<file path="src/core/ebws_defines.vh">
// Constants for the external bus wait-state and bank-switch block.
// Assumes a 16-bit register port per subsystem and one machine clock.
//
// Contract
// - External bus cycles stretch by programmable waits, up to fourteen in total.
// - Wait configuration comes from the subsystem that arbitration grants the bus.
// - Low fifteen config bits hold five 3-bit base counts, one per range.
// - Multiplier bit 0 clear keeps base counts; set doubles them, fourteen at most.
// - Reset loads every range field with 111 and the multiplier with 0.
// - Config bit 15 selects the extended program range, reset value 0.
// - Bits 14..12 give base waits for all I/O space accesses.
// - Bits 11..9 give base waits for data accesses at 8000..FFFF.
// - Bits 8..6 give base waits for data accesses at 0000..7FFF.
// - Bits 5..3 cover program x8000..xFFFF when select clear; unused when set.
// - Bits 2..0 cover program x0000..x7FFF, or 00000..7FFFF when select set.
// - Multiplier register bits 15..1 read zero and ignore writes.
// - Crossing a bank inside program or data space adds one idle cycle.
// - Program to data, or program page change, adds one idle cycle.
// - Bank size comes from the owning subsystem's bank control register.
// - Four-bit bank mask on address bits 15..12, reset 1111 for 4K banks.
// - Read turnaround bit, reset 1, adds a cycle between data and program reads.
`ifndef EBWS_DEFINES_VH
`define EBWS_DEFINES_VH

`define EBWS_OFF_RANGE_CFG  8'h28
`define EBWS_OFF_BANK_CTRL  8'h29
`define EBWS_OFF_MULT_CTRL  8'h2b
`define EBWS_OFF_STATUS     8'h2c

`define EBWS_RANGE_CFG_RST  16'h7fff
`define EBWS_MULT_CTRL_RST  1'b0
`define EBWS_BANK_MASK_RST  4'hf
`define EBWS_READ_TURN_RST  1'b1

`define EBWS_EXT_PROG_BIT   15
`define EBWS_IO_LSB         12
`define EBWS_DHI_LSB        9
`define EBWS_DLO_LSB        6
`define EBWS_PHI_LSB        3
`define EBWS_PLO_LSB        0
`define EBWS_MULT_BIT       0
`define EBWS_BANK_LSB       12
`define EBWS_READ_TURN_BIT  11

`define EBWS_SP_PROG        2'b00
`define EBWS_SP_DATA        2'b01
`define EBWS_SP_IO          2'b10

`define EBWS_TURN_CYCLES    1

`endif

</file>
<file path="src/core/ebws_sub_regs.v">
// One subsystem's wait-state and bank-switch control registers.
// Assumes one-cycle read and write strobes, never both at once.
`timescale 1ns/1ps
`include "ebws_defines.vh"

module ebws_sub_regs (
   input  wire        clk,
   input  wire        rst,
   input  wire [7:0]  reg_addr,
   input  wire [15:0] reg_wdata,
   input  wire        reg_wr,
   input  wire        reg_rd,
   input  wire [15:0] stat_in,
   output wire [15:0] reg_rdata,
   output wire [15:0] range_cfg,
   output wire        mult_bit,
   output wire [3:0]  bank_mask,
   output wire        read_turn
);

   reg [15:0] range_cfg_reg;
   reg        mult_reg;
   reg [3:0]  bank_mask_reg;
   reg        read_turn_reg;
   reg [15:0] rdata_reg;

   assign reg_rdata = rdata_reg;
   assign range_cfg = range_cfg_reg;
   assign mult_bit  = mult_reg;
   assign bank_mask = bank_mask_reg;
   assign read_turn = read_turn_reg;

   always @(posedge clk) begin
      if (rst) begin
         range_cfg_reg <= `EBWS_RANGE_CFG_RST;
         mult_reg      <= `EBWS_MULT_CTRL_RST;
         bank_mask_reg <= `EBWS_BANK_MASK_RST;
         read_turn_reg <= `EBWS_READ_TURN_RST;
         rdata_reg     <= 16'h0000;
      end else begin
         if (reg_wr) begin
            if (reg_addr == `EBWS_OFF_RANGE_CFG) begin
               range_cfg_reg <= reg_wdata;
            end else if (reg_addr == `EBWS_OFF_MULT_CTRL) begin
               mult_reg <= reg_wdata[`EBWS_MULT_BIT];
            end else if (reg_addr == `EBWS_OFF_BANK_CTRL) begin
               bank_mask_reg <= reg_wdata[`EBWS_BANK_LSB +: 4];
               read_turn_reg <= reg_wdata[`EBWS_READ_TURN_BIT];
            end
         end
         // Data stand only in the cycle after the read strobe
         rdata_reg <= 16'h0000;
         if (reg_rd) begin
            if (reg_addr == `EBWS_OFF_RANGE_CFG) begin
               rdata_reg <= range_cfg_reg;
            end else if (reg_addr == `EBWS_OFF_MULT_CTRL) begin
               rdata_reg <= {15'h0000, mult_reg};
            end else if (reg_addr == `EBWS_OFF_BANK_CTRL) begin
               rdata_reg <= {bank_mask_reg, read_turn_reg, 11'h000};
            end else if (reg_addr == `EBWS_OFF_STATUS) begin
               rdata_reg <= stat_in;
            end
         end
      end
   end

endmodule // ebws_sub_regs

</file>
<file path="src/core/ebws_wait_gen.v">
// External bus wait-state generator with bank-switch turnaround insertion.
// Assumes access requests and the bus grant come from logic on clk.
`timescale 1ns/1ps
`include "ebws_defines.vh"

module ebws_wait_gen (
   input  wire        clk,
   input  wire        rst,
   input  wire [7:0]  a_reg_addr,
   input  wire [15:0] a_reg_wdata,
   input  wire        a_reg_wr,
   input  wire        a_reg_rd,
   output wire [15:0] a_reg_rdata,
   input  wire [7:0]  b_reg_addr,
   input  wire [15:0] b_reg_wdata,
   input  wire        b_reg_wr,
   input  wire        b_reg_rd,
   output wire [15:0] b_reg_rdata,
   input  wire        grant_b,
   input  wire        acc_req,
   input  wire [1:0]  acc_space,
   input  wire [18:0] acc_addr,
   input  wire        acc_read,
   output wire        acc_ready,
   output wire        acc_done,
   output wire        ext_cycle,
   output wire        ext_turn,
   output wire [1:0]  ext_space,
   output wire [18:0] ext_addr,
   output wire        ext_read,
   output wire [3:0]  wait_count
);

   localparam [1:0] ST_IDLE = 2'b00;
   localparam [1:0] ST_TURN = 2'b01;
   localparam [1:0] ST_BUS  = 2'b10;

   // Packed per-subsystem buses, index 0 is subsystem A
   wire [15:0] sub_addr;
   wire [31:0] sub_wdata;
   wire [1:0]  sub_wr;
   wire [1:0]  sub_rd;
   wire [31:0] sub_rdata;
   wire [31:0] sub_stat;
   wire [31:0] sub_cfg;
   wire [1:0]  sub_mult;
   wire [7:0]  sub_mask;
   wire [1:0]  sub_rturn;

   reg  [1:0]  state_reg;
   reg         ready_reg;
   reg         done_reg;
   reg         cycle_reg;
   reg         turn_reg;
   reg  [1:0]  space_reg;
   reg  [18:0] addr_reg;
   reg         read_reg;
   reg  [3:0]  cnt_reg;
   reg  [3:0]  total_reg;
   reg         prev_valid_reg;
   reg  [1:0]  prev_space_reg;
   reg  [18:0] prev_addr_reg;
   reg         prev_read_reg;

   reg  [15:0] own_cfg;
   reg         own_mult;
   reg  [3:0]  own_mask;
   reg         own_rturn;
   reg  [2:0]  base_sel;
   reg  [3:0]  waits_next;
   reg         turn_next;

   wire        take;

   assign sub_addr  = {b_reg_addr, a_reg_addr};
   assign sub_wdata = {b_reg_wdata, a_reg_wdata};
   assign sub_wr    = {b_reg_wr, a_reg_wr};
   assign sub_rd    = {b_reg_rd, a_reg_rd};
   assign a_reg_rdata = sub_rdata[15:0];
   assign b_reg_rdata = sub_rdata[31:16];

   // Status word: bit 5 owner, bit 4 busy, bits 3..0 last wait total
   assign sub_stat[15:0]  = {10'h000, ~grant_b, ~ready_reg, total_reg};
   assign sub_stat[31:16] = {10'h000, grant_b, ~ready_reg, total_reg};

   genvar g;
   generate
      for (g = 0; g < 2; g = g + 1) begin : g_sub
         ebws_sub_regs u_regs (
            .clk       (clk),
            .rst       (rst),
            .reg_addr  (sub_addr[g*8 +: 8]),
            .reg_wdata (sub_wdata[g*16 +: 16]),
            .reg_wr    (sub_wr[g]),
            .reg_rd    (sub_rd[g]),
            .stat_in   (sub_stat[g*16 +: 16]),
            .reg_rdata (sub_rdata[g*16 +: 16]),
            .range_cfg (sub_cfg[g*16 +: 16]),
            .mult_bit  (sub_mult[g]),
            .bank_mask (sub_mask[g*4 +: 4]),
            .read_turn (sub_rturn[g])
         );
      end
   endgenerate

   // Picks the 3-bit base count for one access
   function [2:0] pick_base;
      input [15:0] cfg;
      input [1:0]  sp;
      input [18:0] ad;
      begin
         if (sp == `EBWS_SP_IO) begin
            pick_base = cfg[`EBWS_IO_LSB +: 3];
         end else if (sp == `EBWS_SP_DATA) begin
            if (ad[15]) begin
               pick_base = cfg[`EBWS_DHI_LSB +: 3];
            end else begin
               pick_base = cfg[`EBWS_DLO_LSB +: 3];
            end
         end else if (cfg[`EBWS_EXT_PROG_BIT]) begin
            // Extended range: the low program field covers the whole space
            pick_base = cfg[`EBWS_PLO_LSB +: 3];
         end else if (ad[15]) begin
            pick_base = cfg[`EBWS_PHI_LSB +: 3];
         end else begin
            pick_base = cfg[`EBWS_PLO_LSB +: 3];
         end
      end
   endfunction

   // Decides whether an idle bus cycle must precede this access
   function need_turn;
      input        pv;
      input [1:0]  ps;
      input [18:0] pa;
      input        pr;
      input [1:0]  cs;
      input [18:0] ca;
      input        cr;
      input [3:0]  m;
      input        rt;
      begin
         need_turn = 1'b0;
         if (pv) begin
            if ((ps == cs) && (cs != `EBWS_SP_IO) &&
                ((pa[15:12] & m) != (ca[15:12] & m))) begin
               need_turn = 1'b1;
            end
            if ((ps == `EBWS_SP_PROG) && (cs == `EBWS_SP_PROG) &&
                (pa[18:16] != ca[18:16])) begin
               need_turn = 1'b1;
            end
            if ((ps == `EBWS_SP_PROG) && (cs == `EBWS_SP_DATA)) begin
               need_turn = 1'b1;
            end
            if (rt && pr && cr && (ps == `EBWS_SP_DATA) &&
                (cs == `EBWS_SP_PROG)) begin
               need_turn = 1'b1;
            end
         end
      end
   endfunction

   // Configuration of whichever subsystem holds the bus
   always @* begin
      if (grant_b) begin
         own_cfg   = sub_cfg[31:16];
         own_mult  = sub_mult[1];
         own_mask  = sub_mask[7:4];
         own_rturn = sub_rturn[1];
      end else begin
         own_cfg   = sub_cfg[15:0];
         own_mult  = sub_mult[0];
         own_mask  = sub_mask[3:0];
         own_rturn = sub_rturn[0];
      end
      base_sel = pick_base(own_cfg, acc_space, acc_addr);
      if (own_mult) begin
         waits_next = {base_sel, 1'b0};
      end else begin
         waits_next = {1'b0, base_sel};
      end
      turn_next = need_turn(prev_valid_reg, prev_space_reg, prev_addr_reg,
                            prev_read_reg, acc_space, acc_addr, acc_read,
                            own_mask, own_rturn);
   end

   assign take = acc_req & ready_reg;

   assign acc_ready  = ready_reg;
   assign acc_done   = done_reg;
   assign ext_cycle  = cycle_reg;
   assign ext_turn   = turn_reg;
   assign ext_space  = space_reg;
   assign ext_addr   = addr_reg;
   assign ext_read   = read_reg;
   assign wait_count = total_reg;

   // Bus cycle sequencer: optional idle cycle, then 1 + waits strobe cycles
   always @(posedge clk) begin
      if (rst) begin
         state_reg      <= ST_IDLE;
         ready_reg      <= 1'b1;
         done_reg       <= 1'b0;
         cycle_reg      <= 1'b0;
         turn_reg       <= 1'b0;
         space_reg      <= 2'b00;
         addr_reg       <= 19'h0_0000;
         read_reg       <= 1'b0;
         cnt_reg        <= 4'h0;
         total_reg      <= 4'h0;
         prev_valid_reg <= 1'b0;
         prev_space_reg <= 2'b00;
         prev_addr_reg  <= 19'h0_0000;
         prev_read_reg  <= 1'b0;
      end else begin
         done_reg <= 1'b0;
         case (state_reg)
            ST_IDLE: begin
               if (take) begin
                  ready_reg <= 1'b0;
                  space_reg <= acc_space;
                  addr_reg  <= acc_addr;
                  read_reg  <= acc_read;
                  cnt_reg   <= waits_next;
                  total_reg <= waits_next;
                  if (turn_next) begin
                     // Lets the last device release the bus before the next drives it
                     turn_reg  <= 1'b1;
                     state_reg <= ST_TURN;
                  end else begin
                     cycle_reg <= 1'b1;
                     state_reg <= ST_BUS;
                  end
               end
            end
            ST_TURN: begin
               turn_reg  <= 1'b0;
               cycle_reg <= 1'b1;
               state_reg <= ST_BUS;
            end
            ST_BUS: begin
               if (cnt_reg == 4'h0) begin
                  cycle_reg      <= 1'b0;
                  done_reg       <= 1'b1;
                  ready_reg      <= 1'b1;
                  prev_valid_reg <= 1'b1;
                  prev_space_reg <= space_reg;
                  prev_addr_reg  <= addr_reg;
                  prev_read_reg  <= read_reg;
                  state_reg      <= ST_IDLE;
               end else begin
                  cnt_reg <= cnt_reg - 4'h1;
               end
            end
            default: begin
               state_reg <= ST_IDLE;
               ready_reg <= 1'b1;
               cycle_reg <= 1'b0;
               turn_reg  <= 1'b0;
            end
         endcase
      end
   end

endmodule // ebws_wait_gen

</file>
<file path="config.mk">
export PLATFORM = sky130hd
export DESIGN_NAME = ebws_wait_gen
export DESIGN_NICKNAME = d
export VERILOG_FILES = /design/src/core/ebws_sub_regs.v /design/src/core/ebws_wait_gen.v
export VERILOG_INCLUDE_DIRS = /design/src /design/src/core
export SDC_FILE = /design/constraint.sdc
export NUM_CORES = 1
export LEC_CHECK = 0
export BUFFER_PORTS_ARGS = -buffer_cell sky130_fd_sc_hd__clkbuf_2
export CAP_MARGIN = 0
export CORE_MARGIN = 4
export CORE_UTILIZATION = 52
export DETAILED_ROUTE_END_ITERATION = 12
export PLACE_DENSITY = 0.79
export SLEW_MARGIN = 20
export SYNTH_ARGS = -nofsm -noshare
export SYNTH_HDL_FRONTEND = slang
export SYNTH_SLANG_ARGS = --single-unit
export TNS_END_PERCENT = 30
</file>
<file path="constraint.sdc">
create_clock -name clk -period 1.9 [get_ports clk]
set_input_delay 0.19 -clock clk [delete_from_list [all_inputs] [get_ports clk]]
set_output_delay 0.19 -clock clk [all_outputs]
set_load 0.1 [all_outputs]
</file>
# Word level (Yosys, flattened, before mapping)
# Index checks and enable logic that the tools add are counted.
op_classes:
  n_reduce_logical: 30
  n_bitwise: 13
  muxes: 41
  n_addsub: 1
  n_eq_ne: 22
op_table:
  columns: ["op", "n"]
  rows:
  - ["two-way mux 16 bit", 7]
  - ["equality test 8 x 6 -> 1 bit, second input constant", 8]
  - ["AND reduction 3 bit", 6]
  - ["two-way mux 4 bit", 4]
  - ["two-way mux 1 bit", 15]
  - ["two-way mux 3 bit", 5]
  - ["two-way mux 6 bit", 2]
  - ["inequality test 2 bit, second input constant", 6]
  - ["NOT 1 bit", 10]
  - ["AND reduction 2 bit", 5]
  - ["logical AND 1 bit", 9]
  - ["bitwise AND 4 bit", 2]
  - ["case mux 4 bit (2 select lines)", 1]
  - ["AND reduction 4 bit", 2]
  - ["equality test 2 x 1 -> 1 bit, second input constant", 3]
  - ["logical NOT 2 bit", 3]
  - ["two-way mux 2 bit", 3]
  - ["case mux 1 bit (3 select lines)", 2]
  - ["case mux 2 bit (3 select lines)", 1]
  - ["OR reduction 2 bit", 3]
  - ["equality test 2 bit, second input constant", 2]
  - ["logical NOT 4 bit", 1]
  - ["inequality test 4 bit", 1]
  - ["subtractor 4 x 1 -> 4 bit, second input constant", 1]
  - ["other kinds (5)", 5]
word_totals:
  reg_bits: 135
  out_inout_bits: 62
  wordCells: 131
  in_bits: 78

# Longest topological paths before layout
# Gate-level depths: netlist of the first run.
logic_depth:
  word_depth: 12
  mapped_depth: 8
  depth_no_buf: 7

# By module
# A second synthesis of the first run with hierarchy kept.
unflattened:
  hier_cells: 617
  hier_area_um2: 5609.1
modules_own_cells:
  columns: ["mod", "area_each_um2", "seq_area_each_um2", "instances", "cells_each"]
  rows:
  - ["ebws_sub_regs", 1609.0, 760.7, 2, 159]
  - ["ebws_wait_gen", 2391.0, 940.9, 1, 299]

# Worst setup path after synthesis of the first run
# No wires, ideal clock.
synth_timing:
  path_type: "reg-to-reg"
  start: "reg ready_reg (netlist: acc_ready)"
  end: "reg total_reg[3] (netlist: wait_count[3])"
  arrival_time_ps: 2050
  period_less_slack_ps: 2182
  required_time_ps: 1768
  path_slack_ps: -282
  setup_ps: 132
  stages_incl_launch_ff: 7
  path_buffers: 2
  path_cell_list: "dfxtp_1 nand3_1 or2_2 clkbuf_1 clkbuf_1 nand2_1 a21oi_1"
synth_between:
  elab_chain_len: 2
synth_rtl:
  columns: ["element", "line_no", "rtl"]
  rows:
  - ["start, declared", "ebws_wait_gen.v:51", "reg ready_reg;"]
  - ["start signal, assigned", "ebws_wait_gen.v:203", "ready_reg <= 1'b1;"]
  - ["start signal, assigned", "ebws_wait_gen.v:221", "ready_reg <= 1'b0;"]
  - ["start signal, assigned", "ebws_wait_gen.v:246", "ready_reg <= 1'b1;"]
  - ["bitwise AND 1 bit", "ebws_wait_gen.v:188", "assign take = acc_req & ready_reg;"]
  - ["AND reduction 2 bit (no source line)", null, null]
  - ["end signal, assigned", "ebws_wait_gen.v:226", "total_reg <= waits_next;"]
  - ["end, declared", "ebws_wait_gen.v:59", "reg [3:0] total_reg;"]
# No other way between the ends.
# A chain may end at the register's enable or synchronous reset.

# Worst setup path after layout of the first run
layout_timing:
  start: "reg g_sub[1].u_regs.range_cfg_reg[15]"
  end: "reg cnt_reg[2]"
layout_between:
  elab_chain_len: 7
layout_rtl:
  columns: ["element", "line_no", "rtl"]
  rows:
  - ["start, declared", "ebws_sub_regs.v:21", "reg [15:0] range_cfg_reg;"]
  - ["start signal, assigned", "ebws_sub_regs.v:35", "range_cfg_reg <= `EBWS_RANGE_CFG_RST;"]
  - ["start signal, assigned", "ebws_sub_regs.v:43", "range_cfg_reg <= reg_wdata;"]
  - ["two-way mux 16 bit", "ebws_wait_gen.v:166", "if (grant_b) begin"]
  - ["two-way mux 3 bit", "ebws_wait_gen.v:120", "end else if (cfg[`EBWS_EXT_PROG_BIT]) begin"]
  - ["two-way mux 3 bit", "ebws_wait_gen.v:114", "end else if (sp == `EBWS_SP_DATA) begin"]
  - ["two-way mux 3 bit", "ebws_wait_gen.v:112", "if (sp == `EBWS_SP_IO) begin"]
  - ["two-way mux 4 bit", "ebws_wait_gen.v:178", "if (own_mult) begin"]
  - ["two-way mux 4 bit", "ebws_wait_gen.v:220", "if (take) begin"]
  - ["case mux 4 bit (2 select lines)", "ebws_wait_gen.v:218", "case (state_reg)"]
  - ["end signal, assigned", "ebws_wait_gen.v:225", "cnt_reg <= waits_next;"]
  - ["end signal, assigned", "ebws_wait_gen.v:253", "cnt_reg <= cnt_reg - 4'h1;"]
  - ["end, declared", "ebws_wait_gen.v:58", "reg [3:0] cnt_reg;"]
# No other way between the ends. The select of a mux whose other input is x is not followed.

==> impl_summary.md, run 1 <==
Run status
The flow ran to the end, and the final reports show no timing, DRC or antenna violations.

Global routing
The via count of the first global-routing pass is 5060. Entering global routing, the biggest net connects between 60 and 70 pins. The number of antenna violations at the first check in global routing came to 0. Global routing finished with a remaining overflow of 0.

The first global-routing pass estimated between 20000 and 25000 um of wire. For this run, the total global-route usage over all layers was measured as 26.97%.

Cells and area
The most frequent standard cell in the layout excluding fill and tap cells is sky130_fd_sc_hd__clkbuf_2. Counting the fill cells in the layout gives ~650. The count of placed standard cells in the final layout, fillers left out is 917. The proportion of layout cells with a drive suffix above 1 is between 20% and 30%. The area growth from synthesis to final layout is 40.69%.

For this run, the post-layout net count is approximately 850. The number of antenna diodes in the final layout is 0. Leaving out fill and tap cells, the most frequent cells in the layout are sky130_fd_sc_hd__clkbuf_2 (138), sky130_fd_sc_hd__dfxtp_1 (122), sky130_fd_sc_hd__nand2_1 (113).

Clocking
After clock tree synthesis, the clock-pin slew on the worst setup and hold paths is about 0.06 ns. The total number of H-tree levels is 4. The cell chosen for the clock root is sky130_fd_sc_hd__clkbuf_8. The number of buffers created by CTS is 17. The later-pin clock latency in the skew report is about 0.52 ns. TritonCTS built the clock tree.

The number of buffers added for setup after CTS is 0. The longest clock path from root to sink contains 2 buffers. The clock drives ~120 sinks.

Worst hold path
Along the worst hold path, the cell count comes to 3. The endpoint with the worst hold slack is g_sub[0].u_regs.reg_rdata[0]. The worst hold path begins at a_reg_addr[3]. In this run the worst hold path is classified as in -> reg.

Yosys
The sequential fraction of the synthesis area is 48.41%. The number of standard cells after synthesis is ~570. In this run the mean area of a mapped cell was between 8 and 9 um2.

The synthesized netlist devotes less than 1% of its cell area to adder and majority cells. The netlist area before placement is 0.005086 mm2. The XOR/XNOR share of the synthesized area is between 1 and 1.5%. The largest family of logic cells by synthesized area is simple AND/OR/NAND/NOR gates. When the netlist entered floorplanning its net count stood at 650. The number of distinct library cells after synthesis is 55. The proportion of synthesized area in mux cells is 7.552%.

The basic-gate share of the synthesized area counting and, or, nand and nor cells is about a quarter. Summing the areas of all compound-gate instances in the mapped netlist gives a little over an eighth of the synthesized area. For this run, the number of Yosys warnings is 0.

Among all flip-flop cells after synthesis, the most frequent one is sky130_fd_sc_hd__dfxtp_1. The number of enable-type register cells in the synthesized netlist is 0. The post-synthesis async set-or-reset flop share is 0%. The number of synthesized register bits is about 120.

Detailed routing
After detailed routing, the total wire length is between 15000 and 20000 um. The total number of vias is around 5100. The post-detailed-route DRC marker count is 0. After detailed routing, the average wire length per cell comes to 16.65 um. After the first detailed-routing iteration, the DRC count stood at 320. The vias per cell is approximately 5.5. Once detail routing completed, the nets flagged for antenna violations numbered 0.

The first detailed-routing pass took 6 iterations.

STA
The clock tree skew after final layout is 0.005422 ns. The worst hold-check slack is 0.01921 ns. Of the available clock period, the critical path in the final layout requires approximately 98%. Measured against its own limit, the worst slew margin works out to a little over half.

The worst setup margin is between 0.04 and 0.05 ns. The hold violation count in the final report was 0. The number of setup violations in the final report is 0. For the pin with the worst max-slew slack, the measured transition is 0.7157 ns. The smallest clock period supported by the final layout is computed as around 1.9 ns. Setup repair after global routing could not meet its margin everywhere.

For this run, the top clock speed supported by timing is between 500 and 600 MHz. The number of slew-limit violations in the final report came to 0. Adding up every negative setup slack in the final design gives 0 ns.

Pwr
The total design power is around 7 mW. The worst-case IR drop observed on VDD is 0.6030 mV. In this run the power density over the cells is 987.9 mW/mm2.

The static leakage is 3.120 nW.

Worst setup path
The depth of the worst register-to-register path is 5. The nature of the critical path startpoint is a flop. Data on the critical path is required at its endpoint by around 2.3 ns.

The critical path is of the reg -> reg type. The setup slack on the worst flop-to-flop path is between 0.04 and 0.05 ns. The data arrival time of the critical path is approximately 2.3 ns. In this run the critical register-to-register path is captured at cnt_reg[2]. The startpoint of the worst register-to-register path is g_sub[1].u_regs.range_cfg[15].

The kind of capture point of the worst setup path is a flop. The start point of the critical path is g_sub[1].u_regs.range_cfg[15]. Along the worst path, the maximum fanout reaches 3.

Floorplanning
The floorplan has 35 rows. The initial utilization of the core area, before any placement, comes to 54.27%. For this design the top-level I/O count stands at 140.

The die footprint is about 0.011 mm2. The die is approximately 110 um wide. Measured along the y axis, the die boundary spans about 110 um. The floorplan step defined a core boundary enclosing 0.009371 mm2.

Placed design
OpenSTA, run right after detailed placement, puts the worst setup slack at -0.03685 ns. The placed instance count is between 800 and 900. The total half-perimeter wirelength after legalization and detailed placement is between 10000 and 15000 um.

The port buffer count is ~140. Routability-driven placement finished with a final weighted congestion of between 0.8 and 0.9.

Job
The reported max-cap violation count is 0.
-- per-stage QoR --
stage | util (%) | cell area (um2)
after CTS | 75.94 | 7117
after global routing | 76.36 | 7156
final | 76.36 | 7156
after floorplan | - | 5087
after global placement | 63.99 | 5997
after detailed placement | 63.99 | 5997
-- synth_stat cells, types with 3 or more instances --
| library cell | instances | area, um2 |
|---|---|---|
| sky130_fd_sc_hd__a211o_1 | 25 | 219.0 |
| sky130_fd_sc_hd__xnor2_1 | 7 | 61.31 |
| sky130_fd_sc_hd__nor3_1 | 10 | 50.05 |
| sky130_fd_sc_hd__and3_1 | 3 | 18.77 |
| sky130_fd_sc_hd__buf_4 | 4 | 30.03 |
| sky130_fd_sc_hd__nor2_1 | 44 | 165.2 |
| sky130_fd_sc_hd__nor3b_1 | 3 | 22.52 |
| sky130_fd_sc_hd__nand3b_1 | 16 | 120.1 |
| sky130_fd_sc_hd__clkbuf_1 | 22 | 82.58 |
| sky130_fd_sc_hd__nand2b_1 | 6 | 37.54 |
| sky130_fd_sc_hd__mux2i_1 | 29 | 290.3 |
| sky130_fd_sc_hd__o22ai_1 | 5 | 31.28 |
| sky130_fd_sc_hd__a21oi_1 | 48 | 240.2 |
| sky130_fd_sc_hd__buf_2 | 3 | 15.01 |
| sky130_fd_sc_hd__nand2_1 | 113 | 424.2 |
| sky130_fd_sc_hd__dfxtp_1 | 123 | 2462 |
| sky130_fd_sc_hd__o21ai_0 | 8 | 40.04 |
| sky130_fd_sc_hd__nand4b_1 | 3 | 26.28 |
| sky130_fd_sc_hd__inv_1 | 8 | 30.03 |
| sky130_fd_sc_hd__nor2b_1 | 23 | 143.9 |
| sky130_fd_sc_hd__a22o_1 | 3 | 26.28 |
| sky130_fd_sc_hd__and2_1 | 12 | 75.07 |
| sky130_fd_sc_hd__nand3_1 | 8 | 40.04 |
| sky130_fd_sc_hd__a2111oi_0 | 4 | 35.03 |
-- power breakdown --
part           switching [mW]  total, mW  internal (mW)
Combinational           0.789       1.14          0.349
Sequential             0.0715       2.73           2.66
Clock                    1.20       3.20           2.00
Total                    2.06       7.07           5.01
-- worst max path at each step --
stage                    endpoint  slack [ns]  depth (start not counted)
global placement        ext_cycle      -0.003                          9
finish                 cnt_reg[2]        0.04                          5
detailed placement      ext_cycle       -0.04                          9
floorplan           wait_count[3]        0.09                          6
global route           cnt_reg[2]       -0.03                          5
CTS                    cnt_reg[1]        0.04                          6
-- critical path, stage by stage (launching register included) --
cell,delay (ns)
sky130_fd_sc_hd__dfxtp_1,0.32
sky130_fd_sc_hd__and2b_2,0.25
sky130_fd_sc_hd__mux2i_2,0.31
sky130_fd_sc_hd__a2111oi_2,0.12
sky130_fd_sc_hd__or3_4,0.40
sky130_fd_sc_hd__a221o_1,0.33
-- area by class of cell --
type                       instances  area (um2)  area share, %
multi-input combinational        409        2492          34.83
tap                              129       161.4          2.256
sequential                       123        2464          34.43
clock buffer                      18       417.9          5.840
timing repair buffer             216        1419          19.83
inverter                           8       30.03         0.4197
clock inverter                    14       171.4          2.396
-- cells by family (layout without fill, tap and decap cells) --
| family | count (synthesis) | after routing |
|---|---|---|
| flops | 123 | 123 |
| mux | 34 | 34 |
| xor+xnor | 7 | 7 |
| simple gates | 262 | 262 |
| buf+inv | 39 | 256 |
| fa+ha+maj | 1 | 1 |
| compound gates | 105 | 105 |
-- timing repair --
item | 4_1_cts | 5_1_grt
endpoints found under the setup margin | 0 | 14
gates resized for setup | 0 | 10
hold endpoints to repair | 62 | 0
hold buffers | 53 | 0
-- metal layers --
layer | share of wire, % | vias up | global-route usage, %
li1 | - | 2384 | -
met1 | 39 | 2372 | 31.50
met2 | 50 | 247 | 47.48
met3 | 8.2 | 47 | 6.442
met4 | 2.8 | 0 | 10.78
met5 | 0 | - | 0
Power figures use the tool's default switching activity.
==> run 2: changes to the inputs <==
--- a/config.mk
+++ b/config.mk
@@ -8,10 +8,12 @@
 export LEC_CHECK = 0
 export BUFFER_PORTS_ARGS = -buffer_cell sky130_fd_sc_hd__clkbuf_2
 export CAP_MARGIN = 0
+export CORE_ASPECT_RATIO = 1.75
 export CORE_MARGIN = 4
-export CORE_UTILIZATION = 52
+export CORE_UTILIZATION = 54
+export CTS_BUF_LIST = sky130_fd_sc_hd__clkbuf_8
 export DETAILED_ROUTE_END_ITERATION = 12
-export PLACE_DENSITY = 0.79
+export PLACE_DENSITY = 0.82
 export SLEW_MARGIN = 20
 export SYNTH_ARGS = -nofsm -noshare
 export SYNTH_HDL_FRONTEND = slang
==> run 2 against run 1 <==
Combinational power about the same. Sequential share of layout area rose by 1.7 points. Core utilization fell by 1.8 points. Register-to-register slack improved by 0.03 ns. Worst setup slack improved by 0.033 ns. Final cell count shrank 2.1%. Count of clock-buffer cells in the layout fell by 1. Total power down 18%.
==> impl_summary.md, run 2 (synthesis gave the netlist of run 1 again) <==
Floorplanning
The area of the core region is 0.009151 mm2 (-2.3%). The initial core utilization is 55.58% (+1.3 points). The die outline height is 136.4 um (+28%).

The number of placement rows is 46 (+31%). The die footprint is 0.01110 mm2 (-2.9%). The die span in x was 81.37 um (-24%). The number of placed I/O pins is 140 (unchanged).

Clocking
The clock tree from TritonCTS is done. Clock tree synthesis selected as its root buffer the cell sky130_fd_sc_hd__clkbuf_8. The number of buffers added for setup after CTS is 0 (unchanged). The CTS clock-pin slew for the worst setup and hold paths was 0.07 ns (about the same). The number of clock sinks is 123 (unchanged). The number of buffers created by CTS is 17 (unchanged). The later-pin clock latency in the skew report came to 0.43 ns (-0.09 ns). The total number of H-tree levels is 4 (unchanged).

The maximum buffer depth of the clock tree came to 2 (unchanged).

Cells and area
The share of the core filled with cells is 74.60% (-1.8 points). The area growth from synthesis to layout is 34.22%. The final cell area excluding filler cells came to 0.006827 mm2 (-4.6%). The fill cell total of the finished layout was 651 (unchanged). The proportion of layout cells with a drive suffix above 1 came to 26.74% (-1.1 points). The antenna diode instance count came to 0 (unchanged). The number of nets in the final layout came to 845 (-1.1%). The count of placed standard cells in the final layout, fillers left out is 898 (-2.1%). The library cells used most frequently in the layout, excluding fill and tap cells, are sky130_fd_sc_hd__clkbuf_2 (139), sky130_fd_sc_hd__dfxtp_1 (122), sky130_fd_sc_hd__nand2_1 (113). The most frequent standard cell in the layout excluding fill and tap cells is sky130_fd_sc_hd__clkbuf_2.

Global routing
The total overflow reported by the global router is 0 (unchanged). The via count of the first global-routing pass is 4860 (-4.0%). The global-route wire length before repair is 22660 um (-7.2%). The number of antenna violations at the first check in global routing is 0 (unchanged). The overall routing resource usage came to 26.98% (about the same). The pin count of the biggest net entering global routing is 59 (-14%).

Pwr
The cell internal power dissipation was 3.987 mW (-20%). The fraction of power spent switching nets is 31.26% (+2.2 points). The largest voltage drop on the vdd net is 0.6177 mV (+2.4%). The total power density per cell area is 849.7 mW/mm2 (-14%).

The sequential share of power is 47.0% (+8.3 points). The logic gate share of total power was 19.4% (+3.3 points). The power share of the clock group is 33.6% (-12 points).

The static leakage is 2.997 nW (-4.0%). The net switching power is 1.813 mW (-12%).

STA
Setup repair after global routing left no endpoint under its margin. The pin slew with the least headroom to its limit is 0.5586 ns (-0.1571 ns). The final total negative setup slack came to 0 ns (unchanged).

The hold violation count in the final report is 0 (unchanged). The final critical delay including setup and external delays is 1.824 ns (-0.03272 ns). The share of the cycle needed by the critical path after routing is 96.01% (-1.7 points). The upper clock frequency limit came to 548.2 MHz (+1.8%). The normalized max-slew margin was 62.92% (+11 points). The number of slew-limit violations in the final report came to 0 (unchanged). The clock tree skew after final layout is 0.008190 ns (+0.002768 ns). The number of setup violations in the final report is 0 (unchanged).

Worst setup path
The classification of the worst setup path is reg -> reg. The data required time at the worst endpoint came to 2.21 ns (-0.09 ns). The worst setup path is captured at a flop.

The depth of the worst register-to-register path is 5 (unchanged). The critical path starts at g_sub[0].u_regs.range_cfg[15]. Following the worst setup path forward leads to its endpoint at cnt_reg[2].

The nature of the critical path startpoint is a flop. The worst register-to-register path begins at g_sub[0].u_regs.range_cfg[15]. The setup slack on the worst flop-to-flop path is 0.08 ns (+0.03 ns). The maximum net fanout on the critical path came to 4 (+1). The data arrival time of the critical path came to 2.14 ns (-0.12 ns).

The endpoint of the lowest-slack register-to-register path is cnt_reg[2].

Worst hold path
The worst hold path cell count is 3 (unchanged). In this run the worst hold path is classified as in -> reg.

Detailed routing
The final antenna-violating net count is 0 (unchanged). The vias per cell is 5.435 (-1.3%). The final wirelength is 14430 um (-5.5%). The detailed-routing iteration count for the pre-antenna-repair pass came to 8 (+2). The post-detailed-route DRC marker count is 0 (unchanged).

The detailed router's first-iteration violation count came to 399 (+25%). The total number of vias is 4881 (-3.3%). The average wire per cell in the routed design came to 16.07 um (-3.5%).

Run status
The run finished with clean final reports.

Placed design
The total half-perimeter wirelength after legalization and detailed placement came to 10440 um (+3.0%). The final estimated routing congestion in global placement was 0.9423 (+10%). The standard cell area after detailed placement is 0.005981 mm2 (-0.27%). The port buffer count is 139 (unchanged). The placed instance count came to 819 (-1.6%).

Job
The reported max-cap violation count is 0 (unchanged).
[run 2: changes by cell type in the layout (fill, tap and decap cells not counted), moves of 5 or more]
cell,before,now
sky130_fd_sc_hd__buf_4,23,17
sky130_fd_sc_hd__inv_1,8,13
sky130_fd_sc_hd__dlygate4sd3_1,53,48
sky130_fd_sc_hd__clkbuf_16,16,0
sky130_fd_sc_hd__clkbuf_8,1,17
[run 2: cell type report]
type                       instances  area, um2  area share, %
clock buffer                      17      234.0          3.427
clock inverter                    14      93.84          1.375
inverter                           8      30.03         0.4399
multi-input combinational        409       2491          36.49
sequential                       123       2464          36.09
tap                              120      150.1          2.199
timing repair buffer             207       1364          19.98
[run 2: timing repair]
action | in CTS | in global routing
setup endpoints to repair | 0 | 3
endpoints found under the hold margin | 52 | 0
hold buffers | 48 | 0
resized for setup | 0 | 9
[run 2: worst min path at each step]
| stage | from | to |
|---|---|---|
| final | acc_addr[16] | ext_addr[16] |
| after global placement | a_reg_wdata[6] | g_sub[0].u_regs.range_cfg[6] |
| after floorplan | a_reg_wdata[12] | g_sub[0].u_regs.bank_mask[0] |
| after detailed placement | a_reg_wdata[2] | g_sub[0].u_regs.range_cfg[2] |
| after global routing | acc_addr[16] | ext_addr[16] |
| after CTS | acc_addr[16] | ext_addr[16] |
[run 2: worst max-delay path, cell delays in order (launching register included)]
cell and delay [ns]:
sky130_fd_sc_hd__dfxtp_1 0.37, sky130_fd_sc_hd__and2b_2 0.26, sky130_fd_sc_hd__nor3_1 0.20, sky130_fd_sc_hd__a2111oi_0 0.11, sky130_fd_sc_hd__or3_1 0.45, sky130_fd_sc_hd__a221o_1 0.33
[run 2: routing by layer]
metal	track usage (%)	up-vias	wire length (um)
li1	-	2361	-
met1	25.40	2276	5080
met2	51.41	201	7931
met3	6.432	43	762
met4	14.10	0	653
met5	0	-	0
[run 2: through the flow]
step                      hold WS (ns)  worst slack [ns]  power (mW)
after CTS                     0.003232           0.07751       5.815
final                          0.02613           0.07582       5.800
after detailed placement        0.3985           0.01033       3.809
after global placement          0.3917           0.04537       3.788
after global routing           0.01357           0.01338       6.015
after floorplan                 0.3079           0.09286       3.525
[run 2: power groups by stage]
stage | Combinational (mW) | Sequential, mW | Clock (mW)
2_1_floorplan | 0.358 | 3.17 | 0
3_3_place_gp | 1.01 | 2.78 | 0
3_5_place_dp | 1.03 | 2.78 | 0
4_1_cts | 1.11 | 2.72 | 1.98
5_1_grt | 1.20 | 2.73 | 2.08
6_report | 1.12 | 2.73 | 1.95
